### src/common/cfs_params.svh
`ifndef CFS_PARAMS_SVH
`define CFS_PARAMS_SVH
// Register addresses
`define CFS_ADDR_FAULT       8'h09
`define CFS_ADDR_STATUS      8'h0a
`define CFS_ADDR_RSTID       8'h0b
// Fault register fields
`define CFS_FLT_TIMER_BIT    7
`define CFS_FLT_BOOST_BIT    6
`define CFS_FLT_CODE_HI      5
`define CFS_FLT_CODE_LO      4
`define CFS_FLT_CELL_OV_BIT  3
`define CFS_FLT_ZONE_HI      2
// Status register fields
`define CFS_ST_GOOD_BIT      7
`define CFS_ST_VLIM_BIT      6
`define CFS_ST_ILIM_BIT      5
`define CFS_ST_FINISH_BIT    3
`define CFS_ST_ACOV_BIT      2
`define CFS_ST_VMASK_BIT     1
`define CFS_ST_IMASK_BIT     0
// Reset and identification fields
`define CFS_RST_BIT          7
`define CFS_ID_HI            6
`define CFS_ID_LO            3
`define CFS_MAKER_BIT        2
// Reset values of writable bits
`define CFS_MASK_RESET       1'b0
// Input fault threshold in millivolts
`define CFS_INPUT_LOW_MV     16'd3800
`endif

### src/common/cfs_pkg.sv
package cfs_pkg;
  // Charge fault codes
  typedef enum logic [1:0] {
    CFS_CHG_NORMAL  = 2'h0,
    CFS_CHG_INPUT   = 2'h1,
    CFS_CHG_THERMAL = 2'h2,
    CFS_CHG_TIMER   = 2'h3
  } cfs_charge_code_t;
  // Thermistor zone codes
  typedef enum logic [2:0] {
    CFS_ZONE_NORMAL = 3'h0,
    CFS_ZONE_WARM   = 3'h2,
    CFS_ZONE_COOL   = 3'h3,
    CFS_ZONE_COLD   = 3'h5,
    CFS_ZONE_HOT    = 3'h6
  } cfs_zone_t;
  // Settings reset sequencer states, one-hot
  typedef enum logic [1:0] {
    CFS_RS_IDLE = 2'b01,
    CFS_RS_BUSY = 2'b10
  } cfs_rst_state_t;
endpackage

### src/logic/cfs_fault_encode.sv
`timescale 1ns/1ps
// Encodes charge fault code and thermistor zone from live conditions
module cfs_fault_encode (
  // Charge conditions
  input  wire logic                      input_ov,
  input  wire logic [15:0]               input_mv,
  input  wire logic [15:0]               cell_mv,
  input  wire logic                      thermal_shutdown,
  input  wire logic                      safety_timer_expired,
  // Thermistor conditions
  input  wire logic                      therm_hot,
  input  wire logic                      therm_warm,
  input  wire logic                      therm_cool,
  input  wire logic                      therm_cold,
  input  wire logic                      buck_mode,
  // Codes
  output cfs_pkg::cfs_charge_code_t      charge_fault_code,
  output cfs_pkg::cfs_zone_t             thermistor_zone_code
);
`include "cfs_params.svh"
  logic input_fault;

  // [RL5] input fault detect
  assign input_fault = input_ov ||
                       ((input_mv > cell_mv) && (input_mv < `CFS_INPUT_LOW_MV));

  // [RL4] charge code priority
  always_comb
  begin
    if (input_fault)
      charge_fault_code = cfs_pkg::CFS_CHG_INPUT;
    else if (thermal_shutdown)
      charge_fault_code = cfs_pkg::CFS_CHG_THERMAL;
    else if (safety_timer_expired)
      charge_fault_code = cfs_pkg::CFS_CHG_TIMER;
    else
      charge_fault_code = cfs_pkg::CFS_CHG_NORMAL;
  end

  // [RL7] zone encoding
  always_comb
  begin
    if (therm_hot)
      thermistor_zone_code = cfs_pkg::CFS_ZONE_HOT;
    else if (therm_cold)
      thermistor_zone_code = cfs_pkg::CFS_ZONE_COLD;
    else if (therm_warm)
      thermistor_zone_code = cfs_pkg::CFS_ZONE_WARM;
    else if (therm_cool && buck_mode)  // Cool only reported in buck mode
      thermistor_zone_code = cfs_pkg::CFS_ZONE_COOL;
    else
      thermistor_zone_code = cfs_pkg::CFS_ZONE_NORMAL;
  end
endmodule // cfs_fault_encode

### src/logic/cfs_irq_gate.sv
`timescale 1ns/1ps
// Rising-edge pulse on a regulation status, gated by its mask
module cfs_irq_gate (
  // Clock and reset
  input  wire logic clk_sys,
  input  wire logic arst_n,
  // Event and mask
  input  wire logic active,
  input  wire logic mask,
  // Pulse
  output logic      pulse
);
  logic prev_q;
  logic prev_d;

  // Previous level
  always_comb
  begin
    prev_d = active;
  end

  always_ff @(posedge clk_sys or negedge arst_n)
  begin
    if (!arst_n)
      prev_q <= 1'b0;
    else
      prev_q <= prev_d;
  end

  // Mask of 1 suppresses the pulse
  assign pulse = active && !prev_q && !mask;
endmodule // cfs_irq_gate

### src/logic/cfs_regs.sv
`timescale 1ns/1ps
// What this block does
// [RL1] Fault register at 0x09 is read-only; host writes do nothing.
// [RL2] Fault bit 7 shows supervisor timer expiry.
// [RL3] Fault bit 6 shows boost start prevented by overload, input OV or low cell.
// [RL4] Fault bits 5:4: 00 normal, 01 input, 10 thermal, 11 safety timer.
// [RL5] Input fault when input OV, or cell below input below 3.8V.
// [RL6] Fault bit 3 shows cell over-voltage while detected.
// [RL7] Fault bits 2:0: 010 warm, 011 cool in buck, 101 cold, 110 hot.
// [RL8] Thermistor zone follows live condition; no read needed to clear.
// [RL9] Status register at 0x0A mixes live read-only bits and writable masks.
// [RL10] Status bit 7 shows a good input source attached.
// [RL11] Status bit 6 shows input voltage limit loop active.
// [RL12] Status bit 5 shows input current limit loop active.
// [RL13] Status bit 3 shows finish timer counting.
// [RL14] Status bit 2 shows adapter over-voltage.
// [RL15] Status bit 1 masks voltage-limit interrupt pulse; default 0, reset clears.
// [RL16] Status bit 0 masks current-limit interrupt pulse; default 0, reset clears.
// [RL17] Writing 1 to bit 7 of 0x0B restores defaults and restarts safety timer.
// [RL18] The register reset bit clears itself when the settings reset finishes.
// [RL19] 0x0B holds read-only part id in 6:3 and revision in 1:0.
// [RL20] Writes to read-only or reserved bits are ignored, writable bits kept.
module cfs_regs #(
  parameter logic [3:0] PART_ID  = 4'h5,  // Arbitrary value
  parameter logic [1:0] REVISION = 2'h1,  // Arbitrary value
  parameter logic       MAKER    = 1'b1   // Arbitrary value
) (
  // Clock and reset
  input  wire logic       clk_sys,
  input  wire logic       arst_n,
  // Register access from the serial engine
  input  wire logic       reg_wr,
  input  wire logic       reg_rd,
  input  wire logic [7:0] reg_addr,
  input  wire logic [7:0] reg_wdata,
  output logic      [7:0] reg_rdata,
  // Fault sources
  input  wire logic       supervisor_expired,
  input  wire logic       boost_overload,
  input  wire logic       cell_low_for_boost,
  input  wire logic       input_ov,
  input  wire logic [15:0] input_mv,
  input  wire logic [15:0] cell_mv,
  input  wire logic       thermal_shutdown,
  input  wire logic       safety_timer_expired,
  input  wire logic       cell_overvoltage,
  input  wire logic       therm_hot,
  input  wire logic       therm_warm,
  input  wire logic       therm_cool,
  input  wire logic       therm_cold,
  input  wire logic       buck_mode,
  // Status sources
  input  wire logic       input_source_good,
  input  wire logic       input_voltage_limit_active,
  input  wire logic       input_current_limit_active,
  input  wire logic       finish_timer_running,
  input  wire logic       adapter_overvoltage_flag,
  // Settings reset handshake with other register groups
  input  wire logic       settings_reset_done,
  output logic            settings_reset,
  output logic            safety_timer_restart,
  // Interrupt pulses to the interrupt pin logic
  output logic            voltage_limit_irq,
  output logic            current_limit_irq
);
`include "cfs_params.svh"
  cfs_pkg::cfs_charge_code_t charge_fault_code;
  cfs_pkg::cfs_zone_t        thermistor_zone_code;
  cfs_pkg::cfs_rst_state_t   rs_state_q;
  cfs_pkg::cfs_rst_state_t   rs_state_d;
  logic       voltage_limit_irq_mask_q;
  logic       voltage_limit_irq_mask_d;
  logic       current_limit_irq_mask_q;
  logic       current_limit_irq_mask_d;
  logic       timer_restart_q;
  logic       timer_restart_d;
  logic [7:0] rdata_q;
  logic [7:0] rdata_d;
  logic [7:0] fault_flags;
  logic [7:0] input_status_and_masks;
  logic [7:0] reset_and_identification;
  logic       rst_request;

  // Fault code encoders
  cfs_fault_encode u_encode (
    .input_ov             (input_ov),
    .input_mv             (input_mv),
    .cell_mv              (cell_mv),
    .thermal_shutdown     (thermal_shutdown),
    .safety_timer_expired (safety_timer_expired),
    .therm_hot            (therm_hot),
    .therm_warm           (therm_warm),
    .therm_cool           (therm_cool),
    .therm_cold           (therm_cold),
    .buck_mode            (buck_mode),
    .charge_fault_code    (charge_fault_code),
    .thermistor_zone_code (thermistor_zone_code)
  );

  // Fault register image, all live
  always_comb
  begin
    fault_flags = 8'h00;
    // [RL2] timer expiry bit
    fault_flags[`CFS_FLT_TIMER_BIT] = supervisor_expired;
    // [RL3] boost start blocked
    fault_flags[`CFS_FLT_BOOST_BIT] = boost_overload || input_ov || cell_low_for_boost;
    // [RL4] charge code field
    fault_flags[`CFS_FLT_CODE_HI:`CFS_FLT_CODE_LO] = charge_fault_code;
    // [RL6] cell overvoltage bit
    fault_flags[`CFS_FLT_CELL_OV_BIT] = cell_overvoltage;
    // [RL8] live zone field
    fault_flags[`CFS_FLT_ZONE_HI:0] = thermistor_zone_code;
  end

  // Status register image
  always_comb
  begin
    input_status_and_masks = 8'h00;  // Reserved bit 4 reads 0
    // [RL10] input good bit
    input_status_and_masks[`CFS_ST_GOOD_BIT] = input_source_good;
    // [RL11] voltage loop bit
    input_status_and_masks[`CFS_ST_VLIM_BIT] = input_voltage_limit_active;
    // [RL12] current loop bit
    input_status_and_masks[`CFS_ST_ILIM_BIT] = input_current_limit_active;
    // [RL13] finish timer bit
    input_status_and_masks[`CFS_ST_FINISH_BIT] = finish_timer_running;
    // [RL14] adapter OV bit
    input_status_and_masks[`CFS_ST_ACOV_BIT] = adapter_overvoltage_flag;
    input_status_and_masks[`CFS_ST_VMASK_BIT] = voltage_limit_irq_mask_q;
    input_status_and_masks[`CFS_ST_IMASK_BIT] = current_limit_irq_mask_q;
  end

  // Reset and identification image
  always_comb
  begin
    reset_and_identification = 8'h00;
    reset_and_identification[`CFS_RST_BIT] = (rs_state_q == cfs_pkg::CFS_RS_BUSY);
    // [RL19] identification fields
    reset_and_identification[`CFS_ID_HI:`CFS_ID_LO] = PART_ID;
    reset_and_identification[`CFS_MAKER_BIT] = MAKER;
    reset_and_identification[1:0] = REVISION;
  end

  // [RL17] reset request decode
  assign rst_request = reg_wr && (reg_addr == `CFS_ADDR_RSTID) && reg_wdata[`CFS_RST_BIT];

  // Settings reset sequencer
  always_comb
  begin
    rs_state_d = rs_state_q;
    timer_restart_d = 1'b0;
    case (rs_state_q)
      cfs_pkg::CFS_RS_IDLE:
        if (rst_request)
        begin
          rs_state_d = cfs_pkg::CFS_RS_BUSY;
          // [RL17] restart safety timer
          timer_restart_d = 1'b1;
        end
      cfs_pkg::CFS_RS_BUSY:
        // [RL18] self clearing bit
        if (settings_reset_done)
          rs_state_d = cfs_pkg::CFS_RS_IDLE;
      default:
        rs_state_d = cfs_pkg::CFS_RS_IDLE;
    endcase
  end

  always_ff @(posedge clk_sys or negedge arst_n)
  begin
    if (!arst_n)
    begin
      rs_state_q      <= cfs_pkg::CFS_RS_IDLE;
      timer_restart_q <= 1'b0;
    end
    else
    begin
      rs_state_q      <= rs_state_d;
      timer_restart_q <= timer_restart_d;
    end
  end

  assign settings_reset       = (rs_state_q == cfs_pkg::CFS_RS_BUSY);
  assign safety_timer_restart = timer_restart_q;

  // Mask bits: write at 0x0A, default on settings reset
  always_comb
  begin
    voltage_limit_irq_mask_d = voltage_limit_irq_mask_q;
    current_limit_irq_mask_d = current_limit_irq_mask_q;
    // [RL15] [RL16] restore mask defaults
    if (settings_reset)
    begin
      voltage_limit_irq_mask_d = `CFS_MASK_RESET;
      current_limit_irq_mask_d = `CFS_MASK_RESET;
    end
    // [RL20] only mask bits taken
    else if (reg_wr && (reg_addr == `CFS_ADDR_STATUS))
    begin
      voltage_limit_irq_mask_d = reg_wdata[`CFS_ST_VMASK_BIT];
      current_limit_irq_mask_d = reg_wdata[`CFS_ST_IMASK_BIT];
    end
  end

  always_ff @(posedge clk_sys or negedge arst_n)
  begin
    if (!arst_n)
    begin
      voltage_limit_irq_mask_q <= `CFS_MASK_RESET;
      current_limit_irq_mask_q <= `CFS_MASK_RESET;
    end
    else
    begin
      voltage_limit_irq_mask_q <= voltage_limit_irq_mask_d;
      current_limit_irq_mask_q <= current_limit_irq_mask_d;
    end
  end

  // [RL15] voltage limit pulse gate
  cfs_irq_gate u_vgate (
    .clk_sys (clk_sys),
    .arst_n  (arst_n),
    .active  (input_voltage_limit_active),
    .mask    (voltage_limit_irq_mask_q),
    .pulse   (voltage_limit_irq)
  );

  // [RL16] current limit pulse gate
  cfs_irq_gate u_igate (
    .clk_sys (clk_sys),
    .arst_n  (arst_n),
    .active  (input_current_limit_active),
    .mask    (current_limit_irq_mask_q),
    .pulse   (current_limit_irq)
  );

  // Read data, registered on a read strobe; unmapped reads give zero
  always_comb
  begin
    rdata_d = rdata_q;
    if (reg_rd)
    begin
      // [RL1] fault register readback
      if (reg_addr == `CFS_ADDR_FAULT)
        rdata_d = fault_flags;
      // [RL9] status register readback
      else if (reg_addr == `CFS_ADDR_STATUS)
        rdata_d = input_status_and_masks;
      else if (reg_addr == `CFS_ADDR_RSTID)
        rdata_d = reset_and_identification;
      else
        rdata_d = 8'h00;
    end
  end

  always_ff @(posedge clk_sys or negedge arst_n)
  begin
    if (!arst_n)
      rdata_q <= 8'h00;
    else
      rdata_q <= rdata_d;
  end

  assign reg_rdata = rdata_q;
endmodule // cfs_regs

### config.mk
export PLATFORM = sky130hd
export DESIGN_NAME = cfs_regs
export DESIGN_NICKNAME = d
export VERILOG_FILES = /design/src/common/cfs_pkg.sv /design/src/logic/cfs_fault_encode.sv /design/src/logic/cfs_irq_gate.sv /design/src/logic/cfs_regs.sv
export VERILOG_INCLUDE_DIRS = /design/src /design/src/common
export SDC_FILE = /design/constraint.sdc
export NUM_CORES = 1
export LEC_CHECK = 0
export BUFFER_PORTS_ARGS = -buffer_cell sky130_fd_sc_hd__buf_2
export CORE_MARGIN = 1
export CORE_UTILIZATION = 45
export DETAILED_ROUTE_END_ITERATION = 16
export PLACE_DENSITY_LB_ADDON = 0.3
export SLEW_MARGIN = 20
export SYNTH_ARGS = -nofsm -noshare
export SYNTH_HDL_FRONTEND = slang
export SYNTH_SLANG_ARGS = --single-unit
### constraint.sdc
create_clock -name clk_sys -period 3.63 [get_ports clk_sys]
set_input_delay 0.363 -clock clk_sys [delete_from_list [all_inputs] [get_ports clk_sys]]
set_output_delay 0.363 -clock clk_sys [all_outputs]
set_load 0.02 [all_outputs]
# --- Word level (Yosys, flattened, before mapping) ---
# Index checks and enable logic that the tools add are counted.
word_totals:
  register_bits: 15
  inputBits: 70
op_classes:
  order_cmp: 2
  n_eq_ne: 7
  mux: 19
  reduce_logical: 18
ops:
  columns: ["cell", "n"]
  rows:
  - ["8-bit by 4-bit == test with 1-bit output (second input constant)", 3]
  - ["8-bit two-way mux", 3]
  - ["16-bit greater-than comparator", 1]
  - ["16-bit by 12-bit less-than comparator with 1-bit output (second input constant)", 1]
  - ["2-bit two-way mux", 6]
  - ["1-bit logical AND", 9]
  - ["3-bit two-way mux", 3]
  - ["1-bit two-way mux", 6]
  - ["1-bit zero test", 4]
  - ["2-bit inequality test (second input constant)", 2]
  - ["2-bit one-hot mux with 2 select lines", 1]
  - ["1-bit logical OR", 3]
  - ["2-bit by 1-bit == test with 1-bit output (second input constant)", 1]
  - ["2-bit == test (second input constant)", 1]
  - ["2-bit AND reduction", 1]
  - ["2-bit nonzero test", 1]

# --- Logic depth before layout (Yosys ltp) ---
# Gate-level depths: netlist of run 1.
logic_depth:
  word_depth: 6
  mapped_depth: 7

# --- Hierarchy ---
# From an unflattened synthesis of run 1, not the netlist that was laid out.
unflattened:
  hier_cells: 148
  area_unflattened_um2: 1291.2
modules_own_cells:
  columns: ["module", "n_inst", "cells_per_inst", "area_each_um2", "seq_area_each_um2"]
  rows:
  - ["cfs_regs", 1, 72, 714.4, 326.6]
  - ["cfs_fault_encode", 1, 72, 501.7, 0.0]
  - ["cfs_irq_gate", 2, 2, 37.5, 25.0]

# --- Worst setup path after synthesis of run 1 ---
# Ideal clock, no wire load.
synth_path:
  path_type: "input-to-reg"
  startpoint: "in cell_mv[11]"
  endpoint: "reg rdata_q[4] (netlist: reg_rdata[4])"
  setup_time_ps: 118
  arrival_time_ps: 1662
  slack_ps: 1850
  cell_stages: 7
  path_cell_list: "inv_1 -> ha_1 -> a21oi_2 -> o21a_1 -> o21ai_1 -> or4_4 -> a21o_1"
synth_between:
  elab_chain_len: 5
synth_rtl:
  columns: ["item", "line", "text"]
  rows:
  - ["from (decl)", "cfs_regs.sv:43", "input wire logic [15:0] cell_mv,"]
  - ["16-bit greater-than comparator", "cfs_fault_encode.sv:25", "((input_mv > cell_mv) && (input_mv < `CFS_INPUT_LOW_MV));"]
  - ["1-bit logical AND", "cfs_fault_encode.sv:25", null]
  - ["1-bit logical OR", "cfs_fault_encode.sv:24", "assign input_fault = input_ov ||"]
  - ["2-bit two-way mux", "cfs_fault_encode.sv:30", "if (input_fault)"]
  - ["8-bit two-way mux", "cfs_regs.sv:245", "if (reg_addr == `CFS_ADDR_FAULT)"]
  - ["to (signal assigned)", "cfs_regs.sv:262", "rdata_q <= rdata_d;"]
  - ["to (decl)", "cfs_regs.sv:77", "logic [7:0] rdata_q;"]
# No other way between the ends.
# A chain may end at the register's enable or synchronous reset.

# --- Worst setup path after layout of run 1 ---
layout_path:
  startpoint: "in input_mv[14]"
  endpoint: "reg rdata_q[4] (netlist: reg_rdata[4])"
layout_between:
  elab_chain_len: 5
layout_rtl:
  columns: ["item", "line", "text"]
  rows:
  - ["from (decl)", "cfs_regs.sv:42", "input wire logic [15:0] input_mv,"]
  - ["16-bit greater-than comparator / 16-bit by 12-bit less-than comparator with 1-bit output (equally long branches)", null, null]
  - ["1-bit logical AND *", "cfs_fault_encode.sv:25", null]
  - ["1-bit logical OR *", "cfs_fault_encode.sv:24", null]
  - ["2-bit two-way mux *", "cfs_fault_encode.sv:30", null]
  - ["8-bit two-way mux *", "cfs_regs.sv:245", null]
# Every way passes the cells marked *; elsewhere a longest branch is shown, timed or not.

==> results_tabular.tex, run 1 <==
\begin{tabular}{lr}
\hline
Metric & Value \\
\hline
\multicolumn{2}{l}{\textbf{Routing}} \\
\quad Total detailed-routing wirelength & 3.018 mm \\
\quad Average detailed-routed wire length per instance & 12.02 um \\
\quad Number of nets with antenna violations after routing & 0 \\
\quad DR vias & 1321 \\
\quad Detailed-routing iteration count for the pre-antenna-repair pass & 4 \\
\quad Initial drt markers & 18 \\
\quad DRC viols & 0 \\
\quad Detail-routed via count per cell & 5.263 \\
\multicolumn{2}{l}{\textbf{Pwr}} \\
\quad Worst supply voltage drop on vdd & 0.0001965 V \\
\quad Leakage power of the design & 0.9595 nW \\
\quad Power Density & 230.6 nW/um\^{}2 \\
\multicolumn{2}{l}{\textbf{STA}} \\
\quad Final worst-path cycle share & 46.14\% \\
\quad Final Hold Fails & 0 \\
\quad Actual slew at the worst max-slew pin & 352.7 ps \\
\quad Setup\_tns & 0 ps \\
\quad Final critical path time including I/O delays and setup & 1675 ps \\
\quad Final worst clock skew & 4.331 ps \\
\quad Slew Viols, Final & 0 \\
\quad Count of final setup violators & 0 \\
\quad Unrepaired setup endpoints after global routing & false \\
\quad Worst-case headroom to the max-slew limit & 76.29\% \\
\quad FMAX & 597.1 MHz \\
\multicolumn{2}{l}{\textbf{Layout}} \\
\quad Cell area after layout & 1684 um\^{}2 \\
\quad Fraction of final layout cells with drive strength greater than 1 & 41.18\% \\
\quad Nets@finish & 308 \\
\quad Inserted Diodes & 0 \\
\quad Most used cells in the layout excluding fill and tap cells & buf\_2, inv\_1, ha\_1, dfrtp\_1, a21oi\_1 \\
\quad Most common cell after layout, fill and taps aside & buf\_2 \\
\quad Area growth syn-to-layout & 36.10\% \\
\multicolumn{2}{l}{\textbf{Clocking}} \\
\quad Clock buffer count from CTS & 3 \\
\quad Worst skew pair latency & 280 ps \\
\quad Clock sink count & 15 \\
\quad Clock tree from TritonCTS & built \\
\quad Clock-pin slew on the worst setup and hold paths & 90 ps \\
\quad CTS HTree Levels & 1 \\
\quad Post CTS Setup Buffer Count & 0 \\
\quad Buffer cell driving the clock tree root & clkbuf\_4 \\
\quad Maximum buffer depth of the clock tree & 2 \\
\multicolumn{2}{l}{\textbf{Yosys}} \\
\quad Total of flip-flops plus latches after synthesis & 15 \\
\quad Simple-gate area share of the yosys netlist & 20.93\% \\
\quad Multiplexer share of the synthesized area & 2.730\% \\
\quad Sequential share of the synthesized area & 30.43\% \\
\quad Mapped cell area & 1237 um\^{}2 \\
\quad Number of synthesis warnings & 0 \\
\quad Distinct cells, synth & 41 \\
\quad Dominant combinational cell family by area after synthesis & compound AO/OA/AOI/OAI gates \\
\quad Post-Synthesis Mean Instance Area & 8.714 um\^{}2 \\
\quad Xor and xnor fraction of the mapped netlist area & 0\% \\
\quad Area share of fa/ha/maj cells after synthesis & 16.18\% \\
\quad Synth Area in Compound Gates & 22.04\% \\
\quad Synthesized instance count & 142 \\
\quad Synthesized Nets & 228 \\
\multicolumn{2}{l}{\textbf{Hold path}} \\
\quad Worst min-delay path startpoint & input\_voltage\_limit\_active \\
\quad Hold WC Path Type & input pin to flip-flop \\
\quad Endpoint, Worst Hold & u\_vgate.prev\_q \\
\quad Hold Path Cell Cnt & 1 \\
\multicolumn{2}{l}{\textbf{Critical path}} \\
\quad Startpoint-to-endpoint class of the critical path & input pin to flip-flop \\
\quad Source of the worst register-to-register timing path & rs\_state\_q[0] \\
\quad Setup slack of the worst register-to-register path & 2320 ps \\
\quad Worst-path maximum fanout & 3 \\
\quad WP data arrival & 1860 ps \\
\quad Worst reg2reg endpoint & reg\_rdata[7] \\
\quad Worst path required time & 3810 ps \\
\quad Worst R2R Path Depth & 4 \\
\quad Startpoint type of the worst setup path & input pin \\
\quad Category of the worst setup path capture point & flip-flop \\
\multicolumn{2}{l}{\textbf{Floorplan}} \\
\quad Total number of placement rows & 18 \\
\quad Die Y-Extent & 54.44 um \\
\quad Number of primary I/O pins & 82 \\
\quad Die span in x & 54.44 um \\
\quad Full die area & 2964 um\^{}2 \\
\quad Initial core utilization & 48.62\% \\
\quad Core area & 2545 um\^{}2 \\
\multicolumn{2}{l}{\textbf{Placed design}} \\
\quad Buffers added on ports & 76 \\
\quad Final HPWL DP & 2.574 mm \\
\quad Placed cell areas & 1647 um\^{}2 \\
\quad Routability congestion estimate from global placement & 0.7709 \\
\multicolumn{2}{l}{\textbf{Status}} \\
\quad Status & complete, no violations \\
\multicolumn{2}{l}{\textbf{Global route}} \\
\quad Pin count of the biggest net entering global routing & 16 \\
\quad Antenna violations before repair & 0 \\
\quad Total track usage & 22.74\% \\
\quad Overflow left after global routing & 0 \\
\quad Via count of the first global-routing pass & 1253 \\
\quad Wire length of the first global-routing pass & 4.788 mm \\
\multicolumn{2}{l}{\textbf{Flow run}} \\
\quad Max-capacitance violation count & 0 \\
\hline
\end{tabular}
[synthesized netlist by cell type (all sizes together)]
cell type / count / area (um^2)
a21boi: 1 / 7.510
dfrtp: 14 / 350.3
clkbuf: 1 / 3.750
a21o: 3 / 22.52
o31a: 1 / 8.760
nand3b: 1 / 7.510
nor3b: 2 / 15.01
inv: 23 / 86.33
nor2b: 5 / 31.28
o211ai: 1 / 7.510
a221oi: 1 / 15.01
dfstp: 1 / 26.28
a21oi: 13 / 68.82
nor4: 2 / 33.78
o22ai: 3 / 18.77
nor2: 6 / 22.52
or4: 2 / 18.77
buf: 1 / 5.000
nand4: 2 / 18.77
o21ba: 1 / 10.01
o211a: 1 / 10.01
a22oi: 1 / 7.510
o21bai: 1 / 7.510
nand2: 10 / 37.54
mux2: 3 / 33.78
and3: 2 / 12.51
nor3: 2 / 10.01
ha: 16 / 200.2
o21a: 3 / 22.52
o21ai: 8 / 40.03
nand4b: 2 / 17.52
and4: 1 / 8.760
a31oi: 3 / 18.77
nand3: 4 / 25.02
o31ai: 1 / 7.510
[cell type report]
class / instances / area [um^2]
Fill cell: 223 / 860.8
Timing Repair Buffer: 77 / 390.4
Sequential cell: 15 / 376.6
Clock inverter: 1 / 5.005
Multi-Input combinational cell: 102 / 765.7
Tap cell: 30 / 37.54
Inverter: 23 / 86.33
Clock buffer: 3 / 22.52
[cell families after synthesis]
family                     Yosys count
AOI/OAI and AO/OA                   42
adders and majority gates           16
and+or+nand+nor                     41
DFF                                 15
buffers and inverters               25
muxes                                3
[timing repair]
item | in CTS | in global routing
hold endpoints to repair | 14 | 0
hold buffers | 1 | 0
resized for setup | 0 | 0
[through the flow]
| stage | util, % | std cells | power (mW) | hold WS, ps | setup slack [ps] |
|---|---|---|---|---|---|
| finish | 66.18 | 251 | 0.3884 | 203.5 | 1955 |
| global route | 66.18 | 251 | 0.4201 | 175.5 | 1851 |
| CTS | 66.18 | 251 | 0.3947 | 191.8 | 1979 |
| detailed placement | 64.70 | 246 | 0.2961 | 279.1 | 1674 |
| global placement | 64.70 | 246 | 0.2893 | 277.9 | 1699 |
| floorplan | - | 142 | 0.2371 | 67.41 | 1850 |
[routing by layer]
layer	vias to the layer above	wire length (um)	part of all wire, %	global-route usage (%)
li1	662	-	-	-
met5	-	0	0	0
met3	4	206	6.8	5.000
met4	0	43	1.4	11.97
met2	59	1573	52	44.31
met1	596	1194	40	21.69
[registers in the layout, summed over array words and instances (netlist names)]
| name | flops |
|---|---|
| reg_rdata | 8 |
| rs_state_q | 2 |
| current_limit_irq_mask_q | 1 |
| safety_timer_restart | 1 |
| u_igate.prev_q | 1 |
| u_vgate.prev_q | 1 |
| voltage_limit_irq_mask_q | 1 |
[worst max-delay path: stages]
cell and delay (ps):
buf_2 110, ha_1 310, nand4_2 140, nor4_2 410
a221oi_2 130, o211a_1 220, a21o_1 170
[worst max-delay path by stage]
stage	cells past startpoint	endpoint	startpoint	slack [ps]
floorplan	7	reg_rdata[4]	cell_mv[11]	1850
global placement	7	reg_rdata[4]	input_mv[11]	1700
detailed placement	7	reg_rdata[4]	input_mv[11]	1670
CTS	7	reg_rdata[4]	input_mv[11]	1980
global route	8	reg_rdata[4]	cell_mv[11]	1850
finish	7	reg_rdata[4]	input_mv[14]	1960
[power by group]
| group | internal, mW | switching [mW] | leakage, nW |
|---|---|---|---|
| Combinational | 0.0585 | 0.0605 | 0.745 |
| Sequential | 0.172 | 0.00274 | 0.197 |
| Clock | 0.0410 | 0.0537 | 0.0177 |
No activity file was read; power rests on OpenSTA's default activity.
==> run 2: changes to the inputs <==
CORE_UTILIZATION = 42   (was 45)
clock period = 1.8 ns   (was 3.63 ns; I/O delays follow)
==> results_tabular.tex, run 2 (synthesized netlist as in run 1, its figures left out) <==
\begin{tabular}{lr}
\hline
Metric & Value \\
\hline
\multicolumn{2}{l}{\textbf{Global route}} \\
\quad Total track usage & 18.85\% (-3.9 points) \\
\quad Antenna violations before repair & 0 (unchanged) \\
\quad Wire length of the first global-routing pass & 4.850 mm (+1.3\%) \\
\quad Pin count of the biggest net entering global routing & 16 (unchanged) \\
\quad Via count of the first global-routing pass & 1217 (-2.9\%) \\
\quad Overflow left after global routing & 0 (unchanged) \\
\multicolumn{2}{l}{\textbf{Clocking}} \\
\quad Maximum buffer depth of the clock tree & 2 (unchanged) \\
\quad Post\_cts resized & 0 (unchanged) \\
\quad Post CTS Setup Buffer Count & 0 (unchanged) \\
\quad Clock-pin slew on the worst setup and hold paths & 90 ps (about the same) \\
\quad Buffer cell driving the clock tree root & clkbuf\_4 \\
\quad CTS HTree Levels & 1 (unchanged) \\
\quad Worst skew pair latency & 290 ps (about the same) \\
\quad Clock tree from TritonCTS & built \\
\quad Clock buffer count from CTS & 3 (unchanged) \\
\quad Clock sink count & 15 (unchanged) \\
\quad Post-CTS Hold Fix Bufs & 1 (unchanged) \\
\multicolumn{2}{l}{\textbf{Critical path}} \\
\quad WP data arrival & 1640 ps (-220 ps) \\
\quad Category of the worst setup path capture point & flip-flop \\
\quad Setup slack of the worst register-to-register path & 520 ps (-1800 ps) \\
\quad Worst path required time & 1980 ps (-1830 ps) \\
\quad Startpoint-to-endpoint class of the critical path & input pin to flip-flop \\
\quad Startpoint type of the worst setup path & input pin \\
\quad Worst reg2reg endpoint & reg\_rdata[7] \\
\quad Worst R2R Path Depth & 4 (unchanged) \\
\quad Source of the worst register-to-register timing path & rs\_state\_q[0] \\
\quad Worst-path maximum fanout & 3 (unchanged) \\
\multicolumn{2}{l}{\textbf{Floorplan}} \\
\quad Die Y-Extent & 56.28 um (+3.4\%) \\
\quad Total number of placement rows & 19 (+1) \\
\quad Number of primary I/O pins & 82 (unchanged) \\
\quad Core area & 2781 um\^{}2 (+9.3\%) \\
\quad Die span in x & 56.28 um (+3.4\%) \\
\quad Full die area & 3167 um\^{}2 (+6.9\%) \\
\quad Initial core utilization & 44.49\% (-4.1 points) \\
\multicolumn{2}{l}{\textbf{STA}} \\
\quad Final worst-path cycle share & 81.53\% \\
\quad Count of final setup violators & 0 (unchanged) \\
\quad Final Hold Fails & 0 (unchanged) \\
\quad FMAX & 681.4 MHz \\
\quad Slew Viols, Final & 0 (unchanged) \\
\quad Final worst clock skew & 9.245 ps (+4.914 ps) \\
\quad Actual slew at the worst max-slew pin & 335.6 ps (-17.04 ps) \\
\quad Unrepaired setup endpoints after global routing & false \\
\quad Final hold slack & 31.38 ps (-172.1 ps) \\
\quad Setup\_tns & 0 ps (unchanged) \\
\quad Worst-case headroom to the max-slew limit & 77.62\% (+1.3 points) \\
\quad Final critical path time including I/O delays and setup & 1468 ps \\
\multicolumn{2}{l}{\textbf{Layout}} \\
\quad Max reg flops & 8 (unchanged) \\
\quad Most used cells in the layout excluding fill and tap cells & buf\_2, inv\_1, ha\_1, dfrtp\_1, a21oi\_1 \\
\quad Area growth syn-to-layout & 37.01\% \\
\quad Nets@finish & 309 (+0.32\%) \\
\quad Area of combinational cells with multiple inputs & 765.7 um\^{}2 (unchanged) \\
\quad Number of fillers in the final layout & 258 (+16\%) \\
\quad Seq. cell area & 376.6 um\^{}2 (unchanged) \\
\quad Most common cell after layout, fill and taps aside & buf\_2 \\
\quad Core occupancy in the finished layout & 60.95\% (-5.2 points) \\
\quad Fraction of final layout cells with drive strength greater than 1 & 40.99\% (-0.19 points) \\
\quad Inserted Diodes & 0 (unchanged) \\
\multicolumn{2}{l}{\textbf{Pwr}} \\
\quad Combinational group share of total power & 30.4\% (-0.2 points) \\
\quad Switching power summed over all nets & 0.2350 mW (+100\%) \\
\quad Int Power & 0.5475 mW (+100\%) \\
\quad Worst supply voltage drop on vdd & 0.0004690 V (+140\%) \\
\quad Portion of total power attributed to sequential cells & 45.1\% (about the same) \\
\quad Power Density & 461.5 nW/um\^{}2 (+100\%) \\
\quad Relative contribution of the clock network to total power & 24.5\% (about the same) \\
\quad Net switching fraction of the power & 30.03\% (-0.080 points) \\
\quad Leakage power of the design & 0.9637 nW (+0.44\%) \\
\quad Power after layout & 0.7825 mW (+100\%) \\
\multicolumn{2}{l}{\textbf{Hold path}} \\
\quad Worst min-delay path startpoint & input\_current\_limit\_active \\
\quad Hold Path Cell Cnt & 1 (unchanged) \\
\quad Endpoint, Worst Hold & u\_igate.prev\_q \\
\quad Hold WC Path Type & input pin to flip-flop \\
\multicolumn{2}{l}{\textbf{Placed design}} \\
\quad Buffers added on ports & 76 (unchanged) \\
\quad Final HPWL DP & 2.445 mm (-5.0\%) \\
\quad Routability congestion estimate from global placement & 0.7951 (+3.1\%) \\
\multicolumn{2}{l}{\textbf{Routing}} \\
\quad Detailed-routing iteration count for the pre-antenna-repair pass & 4 (unchanged) \\
\quad DRC viols & 0 (unchanged) \\
\quad Total detailed-routing wirelength & 2.831 mm (-6.2\%) \\
\quad Detail-routed via count per cell & 5.087 (-3.3\%) \\
\quad Average detailed-routed wire length per instance & 11.19 um (-6.9\%) \\
\quad Number of nets with antenna violations after routing & 0 (unchanged) \\
\quad Initial drt markers & 46 (+28) \\
\quad DR vias & 1287 (-2.6\%) \\
\multicolumn{2}{l}{\textbf{Status}} \\
\quad Status & complete, no violations \\
\multicolumn{2}{l}{\textbf{Flow run}} \\
\quad Max-capacitance violation count & 0 (unchanged) \\
\hline
\end{tabular}
==> run 2: cell count changes in the layout (fill, tap and decap cells not counted), sizes merged <==
cell	previous run	this run
dlygate4sd3	1	2
==> run 2: worst max path at each step <==
stage / from / to / slack [ps]
global placement: input_mv[11] / reg_rdata[4] / 40
finish: input_mv[11] / reg_rdata[4] / 330
CTS: input_mv[11] / reg_rdata[4] / 330
floorplan: cell_mv[11] / reg_rdata[4] / 200
detailed placement: input_mv[11] / reg_rdata[4] / 20
global route: cell_mv[9] / reg_rdata[4] / 290
==> run 2: worst max-delay path, cell delays in order <==
cell and delay [ps]:
buf_2 110, ha_1 330, a21oi_2 140, o21a_1 130, o21ai_1 50, or4_4 530
a21o_1 170
==> run 2: per-layer routing <==
metal / global-route usage, % / part of all wire (%) / vias to the layer above
li1: - / - / 666
met1: 24.60 / 46 / 582
met3: 4.839 / 4.9 / 0
met4: 2.787 / 0 / 0
met2: 32.14 / 49 / 39
met5: 0 / 0 / -
==> run 2: stage by stage <==
| stage | setup slack, ps | instance area (um^2) | cells |
|---|---|---|---|
| after global routing | 290.9 | 1695 | 253 |
| after detailed placement | 19.34 | 1648 | 247 |
| after CTS | 334.2 | 1685 | 252 |
| after global placement | 40.23 | 1648 | 247 |
| after floorplan | 203.0 | 1237 | 142 |
| final | 332.5 | 1695 | 253 |
==> run 2: power groups by stage <==
stage	combinational [mW]	sequential (mW)	clock [mW]
after floorplan	0.113	0.365	0
after global placement	0.232	0.359	0
after detailed placement	0.236	0.359	0
after CTS	0.238	0.353	0.200
after global routing	0.269	0.354	0.218
final	0.238	0.353	0.192
==> run 2: cell type report <==
| cell class | count | share of cell area, % |
|---|---|---|
| Multi-Input combinational cell | 102 | 45.17 |
| Timing Repair Buffer | 78 | 23.62 |
| Sequential cell | 15 | 22.21 |
| Inverter | 23 | 5.092 |
| Tap cell | 31 | 2.288 |
| Clock buffer | 3 | 1.328 |
| Clock inverter | 1 | 0.2952 |
==> run 3: changes to the inputs <==
ABC_AREA = 1   (was not set)
clock period = 1.45 ns   (was 1.8 ns; I/O delays follow)
==> results_tabular.tex, run 3 <==
\begin{tabular}{lr}
\hline
Metric & Value \\
\hline
\multicolumn{2}{l}{\textbf{Yosys}} \\
\quad Post-Synthesis Mean Instance Area & 6.920 um\^{}2 (-21\%) \\
\quad Synthesized Nets & 267 (+17\%) \\
\quad Mapped cell area & 1252 um\^{}2 (+1.2\%) \\
\quad Number of synthesis warnings & 0 (unchanged) \\
\quad Most instantiated library cell after synthesis & nand2\_1 \\
\quad Total of flip-flops plus latches after synthesis & 15 (unchanged) \\
\quad Synthesized instance count & 181 (+27\%) \\
\quad Sequential share of the synthesized area & 30.07\% (-0.36 points) \\
\quad Primary FF master, synth & dfrtp\_1 \\
\quad Top cells by area, synth & dfrtp\_1, ha\_1, nand2\_1 \\
\quad Post-synth top area cell & dfrtp\_1 \\
\quad Number of enable flip-flop cells after synthesis & 0 (unchanged) \\
\quad Distinct cells, synth & 28 (-32\%) \\
\quad Post-synth ARST share & 100.0\% (unchanged) \\
\quad Share of Yosys cell area claimed by the top area cell type & 27.97\% (-0.34 points) \\
\quad Top cells by instance count after synthesis & nand2\_1, inv\_1, nor2\_1, ha\_1, dfrtp\_1 \\
\multicolumn{2}{l}{\textbf{STA}} \\
\quad Setup\_tns & 0 ps (unchanged) \\
\quad Actual slew at the worst max-slew pin & 326.4 ps (-9.180 ps) \\
\quad Final worst-path cycle share & 86.75\% \\
\quad Final Hold Fails & 0 (unchanged) \\
\quad Final worst clock skew & 0.4095 ps (-8.836 ps) \\
\quad Unrepaired setup endpoints after global routing & false \\
\quad Final critical path time including I/O delays and setup & 1258 ps \\
\quad Minimum setup slack in the final design & 192.1 ps (-140.3 ps) \\
\quad Slew Viols, Final & 0 (unchanged) \\
\quad FMAX & 795.0 MHz \\
\quad Worst-case headroom to the max-slew limit & 78.24\% (+0.61 points) \\
\quad Count of final setup violators & 0 (unchanged) \\
\multicolumn{2}{l}{\textbf{Routing}} \\
\quad DRC viols & 0 (unchanged) \\
\quad DR vias & 1390 (+8.0\%) \\
\quad Total detailed-routing wirelength & 2.750 mm (-2.9\%) \\
\quad Detail-routed via count per cell & 4.744 (-6.7\%) \\
\quad Average detailed-routed wire length per instance & 9.386 um (-16\%) \\
\quad Initial drt markers & 32 (-30\%) \\
\quad Number of nets with antenna violations after routing & 0 (unchanged) \\
\quad Detailed-routing iteration count for the pre-antenna-repair pass & 4 (unchanged) \\
\multicolumn{2}{l}{\textbf{Global route}} \\
\quad Pin count of the biggest net entering global routing & 16 (unchanged) \\
\quad Total track usage & 17.85\% (-1.0 points) \\
\quad Wire length of the first global-routing pass & 4.629 mm (-4.6\%) \\
\quad Overflow left after global routing & 0 (unchanged) \\
\quad Antenna violations before repair & 0 (unchanged) \\
\quad Via count of the first global-routing pass & 1246 (+2.4\%) \\
\multicolumn{2}{l}{\textbf{Floorplan}} \\
\quad Core area & 2781 um\^{}2 (unchanged) \\
\quad Die span in x & 56.61 um (+0.58\%) \\
\quad Total number of placement rows & 19 (unchanged) \\
\quad Initial core utilization & 45.03\% (+0.54 points) \\
\quad Die Y-Extent & 56.61 um (+0.58\%) \\
\quad Number of primary I/O pins & 82 (unchanged) \\
\quad Full die area & 3204 um\^{}2 (+1.2\%) \\
\multicolumn{2}{l}{\textbf{Layout}} \\
\quad Area growth syn-to-layout & 36.76\% \\
\quad Max reg flops & 8 (unchanged) \\
\quad Most used cells in the layout excluding fill and tap cells & buf\_2, nand2\_1, inv\_1, nor2\_1, ha\_1 \\
\quad Most common cell after layout, fill and taps aside & buf\_2 \\
\quad Fraction of final layout cells with drive strength greater than 1 & 32.06\% (-8.9 points) \\
\quad Nets@finish & 349 (+13\%) \\
\quad Inserted Diodes & 0 (unchanged) \\
\quad Number of fillers in the final layout & 269 (+4.3\%) \\
\multicolumn{2}{l}{\textbf{Critical path}} \\
\quad Worst-path maximum fanout & 3 (unchanged) \\
\quad Startpoint-to-endpoint class of the critical path & input pin to output port \\
\quad Category of the worst setup path capture point & output port \\
\quad Worst path required time & 1310 ps (-670 ps) \\
\quad WP data arrival & 1110 ps (-530 ps) \\
\quad Startpoint type of the worst setup path & input pin \\
\multicolumn{2}{l}{\textbf{Placed design}} \\
\quad Worst slack at placement & 36.78 ps (+17.44 ps) \\
\quad Routability congestion estimate from global placement & 0.7690 (-3.3\%) \\
\quad Final HPWL DP & 2.403 mm (-1.7\%) \\
\quad Buffers added on ports & 76 (unchanged) \\
\multicolumn{2}{l}{\textbf{Clocking}} \\
\quad CTS HTree Levels & 1 (unchanged) \\
\quad Worst skew pair latency & 280 ps (about the same) \\
\quad Clock sink count & 15 (unchanged) \\
\quad Clock buffer count from CTS & 3 (unchanged) \\
\quad Buffer cell driving the clock tree root & clkbuf\_4 \\
\quad Post CTS Setup Buffer Count & 0 (unchanged) \\
\quad Clock-pin slew on the worst setup and hold paths & 80 ps (about the same) \\
\quad Maximum buffer depth of the clock tree & 2 (unchanged) \\
\quad Clock tree from TritonCTS & built \\
\multicolumn{2}{l}{\textbf{Flow run}} \\
\quad Max-capacitance violation count & 0 (unchanged) \\
\multicolumn{2}{l}{\textbf{Status}} \\
\quad Status & complete, no violations \\
\multicolumn{2}{l}{\textbf{Hold path}} \\
\quad Hold WC Path Type & input pin to flip-flop \\
\multicolumn{2}{l}{\textbf{Pwr}} \\
\quad Worst supply voltage drop on vdd & 0.0005756 V (+23\%) \\
\quad Power Density & 562.3 nW/um\^{}2 (+22\%) \\
\quad Leakage power of the design & 1.071 nW (+11\%) \\
\hline
\end{tabular}
[run 3: changes by cell type after synthesis, sizes merged, moves of 3 or more]
cell,before,now
mux2,3,0
o21a,3,0
nor2b,5,0
a21oi,13,9
nor2,6,19
nand3,4,8
inv,23,42
nand2,10,43
[run 3: layout make-up]
type                       count  area, um^2  area share, %
clock buffer                   4       26.28          1.534
inverter                      42       157.7          9.204
multi-input combinational    122       703.2          41.05
sequential                    15       376.6          21.99
tap                           31       38.79          2.264
timing repair buffer          79       410.4          23.96
[run 3: per-stage QoR]
stage / hold slack, ps / cells / power, mW / cell area (um^2) / utilization (%)
after global routing: 94.14 / 293 / 1.026 / 1713 / 61.58
after detailed placement: 64.69 / 286 / 0.7315 / 1657 / 59.56
after global placement: 55.70 / 286 / 0.7263 / 1657 / 59.56
after floorplan: -150.6 / 181 / 0.5923 / 1252 / -
final: 96.14 / 293 / 0.9632 / 1713 / 61.58
after CTS: 88.93 / 293 / 0.9729 / 1713 / 61.58
[run 3: per-layer routing]
| layer | track usage, % | share of wire, % | vias up |
|---|---|---|---|
| li1 | - | - | 741 |
| met1 | 21.64 | 44 | 595 |
| met2 | 33.45 | 49 | 52 |
| met3 | 2.535 | 6.9 | 2 |
| met4 | 3.136 | 0.29 | 0 |
| met5 | 0 | 0 | - |
[run 3: kinds of logic after synthesis]
group                    after synthesis  synth area share [%]
AND/OR/NAND/NOR                       77                 25.28
flip-flops                            15                 30.07
buffers and inverters                 44                 13.79
AO/OA/AOI/OAI                         29                 14.89
adder cells (fa/ha/maj)               16                 15.98
[run 3: repair_timing]
| item | CTS | global route |
|---|---|---|
| resized for setup | 0 | 0 |
| hold buffers | 3 | 0 |
| endpoints found under the hold margin | 16 | 0 |
[run 3: worst max-delay path, cell delays in order]
cell and delay, ps:
dlygate4sd3_1 510, buf_2 120, inv_1 40, nor3_1 110, buf_2 190
[run 3: path summary, 6_finish.rpt]
path / from / to / slack (ps) / cells after the start
setup / recovery: input_current_limit_active / current_limit_irq / 190 / 5
hold / removal: reg_wdata[0] / current_limit_irq_mask_q / 100 / 3
setup reg to reg: rs_state_q[0] / rs_state_q[0] / 310 / 5
hold reg to reg: reg_rdata[4] / reg_rdata[4] / 490 / 2
max in group asynchronous: arst_n / rs_state_q[0] / 880 / 2
min in group asynchronous: arst_n / u_igate.prev_q / 280 / 2
[run 3: power by group]
group	internal [mW]	switching, mW	total [mW]
clock	0.107	0.130	0.237
sequential	0.434	0.00678	0.441
combinational	0.138	0.147	0.285
total	0.679	0.284	0.963
